File: config.mk
export PLATFORM = sky130hd
export DESIGN_NAME = tslp_top
export DESIGN_NICKNAME = d
export VERILOG_FILES = /design/src/rtl/tslp_pkg.sv /design/src/rtl/tslp_top.sv
export SDC_FILE = /design/constraint.sdc
export NUM_CORES = 1
export LEC_CHECK = 0
export ABC_AREA = 1
export BUFFER_PORTS_ARGS = -buffer_cell sky130_fd_sc_hd__buf_2
export CAP_MARGIN = 20
export CORE_UTILIZATION = 50
export DETAILED_ROUTE_END_ITERATION = 12
export PLACE_DENSITY = 0.67
export RECOVER_POWER = 50
export SYNTH_ARGS = -nofsm -noshare
export SYNTH_HDL_FRONTEND = slang
export SYNTH_SLANG_ARGS = --single-unit
File: constraint.sdc
create_clock -name clk -period 3.6 [get_ports clk]
set_input_delay 0.72 -clock clk [delete_from_list [all_inputs] [get_ports clk]]
set_output_delay 0.72 -clock clk [all_outputs]
set_load 0.02 [all_outputs]
File: src/rtl/tslp_pkg.sv
// Purpose: constants for the time-slot led pulse timing block
// Assumes: 25 MHz clock, 16-bit registers on a byte-wide address port
// Notes:   offsets are register indices on the device register port
// Summary of operation
// - pulse width field, microseconds, resets to three
// - offset before first pulse, microseconds, resets 0x20
// - pulse count per slot, resets to eight
// - ten-bit period, high bits in register channel_powerdown_period_high
// - slot b light off suppresses its pulses
// - slot a light off suppresses its pulses
// - light off never stops the slot timing
// - three power-down bits for channels three, four
// - three power-down bits for channel two
// - cathode select bit, 1.3 V or 1.8 V
// - override enable clears cathode_global_used, cathode_high still follows global cathode select
package tslp_pkg;
    // clock rate and microsecond step
    localparam int unsigned CLK_HZ        = 25_000_000;
    localparam int unsigned STEP_US       = 1;
    localparam int unsigned CYC_PER_US    = (CLK_HZ / 1_000_000) * STEP_US;
    localparam logic [4:0]  US_LAST       = 5'(CYC_PER_US - 1);
    // register indices
    localparam logic [7:0]  A_SHAPE_ADR   = 8'h30;
    localparam logic [7:0]  A_TRAIN_ADR   = 8'h31;
    localparam logic [7:0]  LED_DIS_ADR   = 8'h34;
    localparam logic [7:0]  B_SHAPE_ADR   = 8'h35;
    localparam logic [7:0]  B_TRAIN_ADR   = 8'h36;
    localparam logic [7:0]  PD_PER_ADR    = 8'h37;
    localparam logic [7:0]  AFE_CFG_ADR   = 8'h3c;
    // reset values
    localparam logic [15:0] SHAPE_RST     = 16'h0320;
    localparam logic [15:0] TRAIN_RST     = 16'h0818;
    localparam logic [15:0] LED_DIS_RST   = 16'h0000;
    localparam logic [15:0] PD_PER_RST    = 16'h0000;
    localparam logic [15:0] AFE_CFG_RST   = 16'h3000;
    // field positions
    localparam int unsigned WID_LSB       = 8;
    localparam int unsigned WID_MSB       = 12;
    localparam int unsigned OFF_MSB       = 7;
    localparam int unsigned CNT_LSB       = 8;
    localparam int unsigned CNT_MSB       = 15;
    localparam int unsigned PER_LO_MSB    = 7;
    localparam int unsigned A_PER_HI_LSB  = 0;
    localparam int unsigned B_PER_HI_LSB  = 8;
    localparam int unsigned A_DIS_BIT     = 8;
    localparam int unsigned B_DIS_BIT     = 9;
    localparam int unsigned PD_LSB        = 10;
    localparam int unsigned PD_MSB        = 15;
    localparam int unsigned CATHODE_BIT   = 9;
    // slot sequencer states
    typedef enum logic [1:0] {TSLP_IDLE, TSLP_OFFSET, TSLP_TRAIN} tslp_state_e;
endpackage : tslp_pkg

File: src/rtl/tslp_top.sv
// Purpose: per-slot led pulse train generator with afe configuration bits
// Assumes: register port and slot starts come from logic on clk
// Notes:   read data appears one cycle after the address
module tslp_top
    import tslp_pkg::*;
(
    input  wire logic        clk,                 // 25 MHz time base
    input  wire logic        resetn,              // async reset, active low
    input  wire logic [7:0]  reg_addr,            // register index
    input  wire logic        reg_wr,              // write strobe
    input  wire logic [15:0] reg_wdata,           // write data
    output logic      [15:0] reg_rdata,           // registered read data
    input  wire logic        slot_a_start,        // slot a begins (pulse)
    input  wire logic        slot_b_start,        // slot b begins (pulse)
    input  wire logic        cathode_override_enable, // per-mode cathode in use
    output logic             slot_a_busy,         // slot a sequence running
    output logic             slot_b_busy,         // slot b sequence running
    output logic             led_a_drive,         // slot a led current pulse
    output logic             led_b_drive,         // slot b led current pulse
    output logic      [2:0]  second_channel_powerdown, // ch2 transimpedance, bandpass, integrator
    output logic      [2:0]  upper_channels_powerdown, // ch3/4 transimpedance, bandpass, integrator
    output logic             cathode_high,        // 1: 1.8 V, 0: 1.3 V
    output logic             cathode_global_used  // global select in force
);
    // register file
    logic [15:0] a_shape_ff;              // slot a width and offset
    logic [15:0] a_train_ff;              // slot a count and period lsbs
    logic [15:0] led_dis_ff;              // light off bits
    logic [15:0] b_shape_ff;              // slot b width and offset
    logic [15:0] b_train_ff;              // slot b count and period lsbs
    logic [15:0] pd_per_ff;               // power-down and period msbs
    logic [15:0] afe_cfg_ff;              // global afe configuration
    logic [15:0] rdata_ff;                // read data holding flop
    logic        cath_high_ff;            // global cathode select level, not changed by override
    logic        cath_glob_ff;            // global bit in force
    logic        led_ff [2];              // led drive per slot
    // per-slot sequencer
    tslp_state_e state_ff [2];            // slot state
    logic        busy_ff  [2];            // slot running, kept as a flop for the port
    logic [4:0]  us_ff    [2];            // cycles within the microsecond
    logic [9:0]  tmr_ff   [2];            // microseconds within phase
    logic [7:0]  sent_ff  [2];            // pulses issued so far

    // decoded fields per slot
    wire logic [4:0] width   [2];
    wire logic [7:0] offset  [2];
    wire logic [7:0] count   [2];
    wire logic [9:0] period  [2];
    wire logic       dark    [2];
    wire logic       start   [2];
    wire logic       us_tick [2];
    wire logic [15:0] rd_mux;

    assign width[0]  = a_shape_ff[WID_MSB:WID_LSB];
    assign width[1]  = b_shape_ff[WID_MSB:WID_LSB];
    assign offset[0] = a_shape_ff[OFF_MSB:0];
    assign offset[1] = b_shape_ff[OFF_MSB:0];
    assign count[0]  = a_train_ff[CNT_MSB:CNT_LSB];
    assign count[1]  = b_train_ff[CNT_MSB:CNT_LSB];
    assign period[0] = {pd_per_ff[A_PER_HI_LSB+1:A_PER_HI_LSB], a_train_ff[PER_LO_MSB:0]};
    assign period[1] = {pd_per_ff[B_PER_HI_LSB+1:B_PER_HI_LSB], b_train_ff[PER_LO_MSB:0]};
    assign dark[0]   = led_dis_ff[A_DIS_BIT];
    assign dark[1]   = led_dis_ff[B_DIS_BIT];
    assign start[0]  = slot_a_start;
    assign start[1]  = slot_b_start;
    assign us_tick[0] = (us_ff[0] == US_LAST);
    assign us_tick[1] = (us_ff[1] == US_LAST);

    // read decode, unmapped indices read zero
    assign rd_mux = (reg_addr == A_SHAPE_ADR) ? a_shape_ff :
                    (reg_addr == A_TRAIN_ADR) ? a_train_ff :
                    (reg_addr == LED_DIS_ADR) ? led_dis_ff :
                    (reg_addr == B_SHAPE_ADR) ? b_shape_ff :
                    (reg_addr == B_TRAIN_ADR) ? b_train_ff :
                    (reg_addr == PD_PER_ADR)  ? pd_per_ff  :
                    (reg_addr == AFE_CFG_ADR) ? afe_cfg_ff : 16'h0000;

    // register writes
    always_ff @(posedge clk or negedge resetn)
    begin
        if (!resetn)
        begin
            a_shape_ff <= SHAPE_RST;
            a_train_ff <= TRAIN_RST;
            led_dis_ff <= LED_DIS_RST;
            b_shape_ff <= SHAPE_RST;
            b_train_ff <= TRAIN_RST;
            pd_per_ff  <= PD_PER_RST;
            afe_cfg_ff <= AFE_CFG_RST;
        end
        else if (reg_wr)
        begin
            // whole word stored at the selected index
            case (reg_addr)
                A_SHAPE_ADR: a_shape_ff <= reg_wdata;
                A_TRAIN_ADR: a_train_ff <= reg_wdata;
                LED_DIS_ADR: led_dis_ff <= reg_wdata;
                B_SHAPE_ADR: b_shape_ff <= reg_wdata;
                B_TRAIN_ADR: b_train_ff <= reg_wdata;
                PD_PER_ADR:  pd_per_ff  <= reg_wdata;
                AFE_CFG_ADR: afe_cfg_ff <= reg_wdata;
                default:     ;
            endcase
        end
    end

    // read data and cathode selection flops
    always_ff @(posedge clk or negedge resetn)
    begin
        if (!resetn)
        begin
            rdata_ff     <= 16'h0000;
            cath_high_ff <= 1'b0;
            cath_glob_ff <= 1'b1;
        end
        else
        begin
            rdata_ff     <= rd_mux;
            cath_high_ff <= afe_cfg_ff[CATHODE_BIT];
            cath_glob_ff <= !cathode_override_enable;
        end
    end

    // slot sequencers, one per time slot
    always_ff @(posedge clk or negedge resetn)
    begin
        if (!resetn)
        begin
            for (int s = 0; s < 2; s++)
            begin
                state_ff[s] <= TSLP_IDLE;
                us_ff[s]    <= 5'h00;
                tmr_ff[s]   <= 10'h000;
                sent_ff[s]  <= 8'h00;
                led_ff[s]   <= 1'b0;
                busy_ff[s]  <= 1'b0;
            end
        end
        else
        begin
            for (int s = 0; s < 2; s++)
            begin
                // microsecond prescaler, held at zero while idle, so each accepted slot start begins a fresh microsecond
                us_ff[s] <= (us_tick[s] || state_ff[s] == TSLP_IDLE) ? 5'h00 : us_ff[s] + 5'h01;
                // light off does not affect sequencing
                case (state_ff[s])
                    TSLP_IDLE:
                    begin
                        // a start while running is ignored
                        if (start[s])
                        begin
                            state_ff[s] <= TSLP_OFFSET;
                            busy_ff[s]  <= 1'b1;
                            tmr_ff[s]   <= 10'h000;
                            sent_ff[s]  <= 8'h00;
                        end
                    end
                    TSLP_OFFSET:
                    begin
                        if ({2'b00, offset[s]} == tmr_ff[s])
                        begin
                            state_ff[s] <= (count[s] == 8'h00) ? TSLP_IDLE : TSLP_TRAIN;
                            // busy falls together with the return to idle
                            busy_ff[s]  <= (count[s] != 8'h00);
                            tmr_ff[s]   <= 10'h000;
                            sent_ff[s]  <= (count[s] == 8'h00) ? 8'h00 : 8'h01;
                        end
                        else if (us_tick[s])
                        begin
                            tmr_ff[s] <= tmr_ff[s] + 10'h001;
                        end
                    end
                    TSLP_TRAIN:
                    begin
                        if (us_tick[s])
                        begin
                            if (tmr_ff[s] + 10'h001 >= period[s])
                            begin
                                tmr_ff[s] <= 10'h000;
                                if (sent_ff[s] == count[s])
                                begin
                                    state_ff[s] <= TSLP_IDLE;
                                    busy_ff[s]  <= 1'b0;
                                end
                                else
                                begin
                                    sent_ff[s] <= sent_ff[s] + 8'h01;
                                end
                            end
                            else
                            begin
                                tmr_ff[s] <= tmr_ff[s] + 10'h001;
                            end
                        end
                    end
                    default:
                    begin
                        // unreachable code, recover to idle
                        state_ff[s] <= TSLP_IDLE;
                        busy_ff[s]  <= 1'b0;
                    end
                endcase
                // led on for width microseconds of each period
                led_ff[s] <= (state_ff[s] == TSLP_TRAIN) && (tmr_ff[s] < {5'h00, width[s]})
                             && !(us_tick[s] && tmr_ff[s] + 10'h001 >= period[s]
                                  && sent_ff[s] == count[s])
                             && !dark[s];
            end
        end
    end

    // output map, all straight from flops
    assign reg_rdata                = rdata_ff;
    assign slot_a_busy              = busy_ff[0];
    assign slot_b_busy              = busy_ff[1];
    assign led_a_drive              = led_ff[0];
    assign led_b_drive              = led_ff[1];
    assign second_channel_powerdown = pd_per_ff[PD_LSB+2:PD_LSB];
    assign upper_channels_powerdown = pd_per_ff[PD_MSB:PD_LSB+3];
    assign cathode_high             = cath_high_ff;
    assign cathode_global_used      = cath_glob_ff;
endmodule // tslp_top

==> flow_summary_export.csv <==
group,metric,value,unit
floorplan,core_area,0.0202,mm^2
worst_setup_path,crit_type,"flip-flop to flip-flop",
sta,min_period,3100,ps
layout,fill_cells,1916,
logic_synthesis,synth_area_leaders,"dfrtp_1, nand2_1, inv_1",
floorplan,fp.dieW,145,um
logic_synthesis,async_flop_share,1.00,
logic_synthesis,synth.avg_cell_area,7.42,um^2
job,maxCapViolations,1,
sta,setup-tns-final,0,ps
global_routing,grt_pass1_wl,42900,um
clock_tree,cts_root_buf,"clkbuf_16",
floorplan,initial_core_util,0.509,
clock_tree,cts_buffers,17,
global_routing,antenna_found_initial,1,
power_and_ir_drop,power,5.32,mW
clock_tree,cts_hold_buf,0,
placed_design,dp_cells,1673,
clock_tree,h-tree-depth,4,
sta,rsz0062_at_grt,"false",
clock_tree,post_cts_buffers,0,
floorplan,die_area,0.0211,mm^2
power_and_ir_drop,ir_worst_vdd,0.000334,V
logic_synthesis,synth_top_cell_area_share,0.412,
worst_setup_path,crit_path_end_kind,"flip-flop",
detailed_routing,drc,0,
floorplan,chipHeight,145,um
logic_synthesis,synth_edf_count,0,
floorplan,io_pins,58,
worst_setup_path,cpMostUsedCell,"nand2_1",
worst_setup_path,cp.arrival,3480,ps
worst_setup_path,start_kind,"flip-flop",
global_routing,grt_usage,0.257,
global_routing,grt_start_max_net_pins,88,
placed_design,gp_congestion,0.947,
layout,num-nets-final,1496,
sta,finalSetupViolations,0,
logic_synthesis,yosys.area.top_type,"dfrtp_1",
placed_design,io_buffer_count,57,
power_and_ir_drop,p_leak,5.61,nW
sta,max_freq,0.323,GHz
detailed_routing,drt-initial-drc-count,555,
worst_setup_path,cp_top_family,"simple AND/OR/NAND/NOR gates",
sta,fin_skew,8.24,ps
clock_tree,cts.clk_slew.worst_paths,70,ps
logic_synthesis,syn-cell-area,0.0103,mm^2
layout,fin_cells,1703,
hold_path,hold_end,"cathode_global_used",
detailed_routing,ant_nets,0,
clock_tree,cts_tree,"done",
logic_synthesis,syn_inst,1385,
hold_path,whs_path_depth,2,
logic_synthesis,yosysSeqAreaShare,0.450,
worst_setup_path,ff2ff_path_depth,16,
status,failed_checks,"capacitance limit, slew limit",
worst_setup_path,crit_slowest_cell,"nor2_1",
worst_setup_path,cpPeakStageDelay,500,ps
sta,relSlewSlack,-0.0644,
global_routing,grt_pass1_vias,8452,
detailed_routing,vias_per_cell,5.19,
logic_synthesis,ys_warn_count,0,
logic_synthesis,synth_cell_type_count,41,
logic_synthesis,synth_commonest_cells,"nand2_1, inv_1, dfrtp_1",
detailed_routing,vias,8847,
power_and_ir_drop,powerDensity,473,mW/mm^2
clock_tree,cts_resized,0,
floorplan,row_count,52,
sta,slew_viol_final,66,
layout,diodes,0,
worst_setup_path,path_cells,"inv_1 > nor3_2 > nand2_1 > nor2_1 > nand2_1 > nand2_1 > inv_1 > ha_1 > nand2_1 > nor2_1 > nand3_1 > nand4_1 > nand2_1 > nor2_1 > nand2_1 > nand2_1",
sta,tightest_slew,1600,ps
hold_path,hold_class,"primary input to flip-flop",
placed_design,dp_hpwl,18900,um
worst_setup_path,r2r_start,"tmr_ff[11]",
logic_synthesis,ys_seq_elements,184,
worst_setup_path,crit_fanout,11,
logic_synthesis,synth_fp_nets,1459,
worst_setup_path,critPathRequiredTime,3980,ps
hold_path,worstHoldStart,"cathode_override_enable",
clock_tree,clkLatencyLatePin,440,ps
sta,finalHoldViolCount,0,
detailed_routing,wirelength,25600,um
layout,drive_above_1_share,0.0977,
sta,min_period_over_period,0.861,
clock_tree,clockBufferDepth,2,
layout,flow.area_growth_from_synthesis,9.53,%
detailed_routing,dr.pass1.iters,5,
worst_setup_path,r2r-end,"sent_ff[13]",
clock_tree,clock-sinks,184,
worst_setup_path,critical_path_buf_inv_count,2,
logic_synthesis,ys.flop_type,"dfrtp_1",
detailed_routing,wl_per_cell,15.0,um
logic_synthesis,synth.most_common_cell,"nand2_1",
worst_setup_path,cp.depth,16,
global_routing,overflow,0,
status,status,"complete, but fails checks",
worst_setup_path,rrSetupSlack,500,ps
## layout by cell type (no fill, tap or decap), drive strengths merged
master      n
a21oi      12
buf        60
o22ai       2
a31oi       3
nand3      58
o21a        2
clkbuf     26
nor2b       1
nand3b      3
nand2     482
dfrtp     169
nor2      140
nand4      20
nor4       10
clkinv      4
o21ai     147
clkinvlp    2
nor3       14
ha         44
o21bai      3
xnor2      13
a21o        2
inv       184
xor2        9
a21boi      2
or2         1
o211ai      5
dfstp      15
## per-stage QoR
stage                     cell area, um^2  utilization  hold slack, ps  setup slack [ps]
final                               11300        0.558             374               500
after detailed placement            10700        0.532             402               544
after CTS                           11300        0.559             289               521
after global routing                11300        0.558             359               194
after global placement              10700        0.532             403               678
after floorplan                     10300            -             374              1110
## where the power goes
| group | internal [mW] | switching [mW] |
|---|---|---|
| logic | 0.340 | 0.851 |
| registers | 2.21 | 0.141 |
| clock network | 0.957 | 0.817 |
| total | 3.51 | 1.81 |
## worst max path at each step
stage | from | end | slack (ps)
final | tmr_ff[11] | sent_ff[13] | 500
after global routing | tmr_ff[11] | sent_ff[9] | 190
after CTS | tmr_ff[11] | sent_ff[15] | 520
after detailed placement | tmr_ff[11] | sent_ff[14] | 540
after global placement | tmr_ff[11] | sent_ff[9] | 680
after floorplan | tmr_ff[1] | sent_ff[0] | 1110
## registers in the layout (all words and copies together), names as in the netlist, 4 cells and up
name	count
b_shape_ff	16
b_train_ff	16
state_ff	4
reg_rdata	16
a_shape_ff	16
afe_cfg_ff	16
a_train_ff	16
us_ff	10
tmr_ff	20
sent_ff	16
led_dis_ff	16
pd_per_ff	16
## routing by layer
metal  share of wire  GRT usage  vias to the layer above
li1                -          -                     4416
met1            0.45      0.344                     4182
met3           0.057     0.0586                       41
met4           0.020     0.0879                        2
met5         0.00031          0                        -
met2            0.47      0.414                      206
## layout make-up
cell class / instances / area (um^2) / area share
clock buffer: 22 / 484 / 0.0430
clock inverter: 8 / 63.8 / 0.00567
inverter: 182 / 683 / 0.0607
multi-input combinational: 973 / 4730 / 0.420
sequential: 184 / 4620 / 0.411
tap: 270 / 338 / 0.0300
timing repair buffer: 64 / 332 / 0.0295
## logic make-up (layout without fill, tap and decap cells)
family          after synthesis  after routing  share of synthesized area
xor+xnor                     22             22                     0.0188
simple gates                729            729                      0.291
compound gates              178            178                     0.0966
flops                       184            184                      0.450
fa+ha+maj                    44             44                     0.0536
buf+inv                     228            276                     0.0898
## worst register-to-register path, delay by kind of cell, from the launching register on
family	cells	cell delay, ps
adders and majority gates	1	280
buffers and inverters	2	160
and+or+nand+nor	13	2150
DFF	1	450
(Power assumes the default switching activity.)
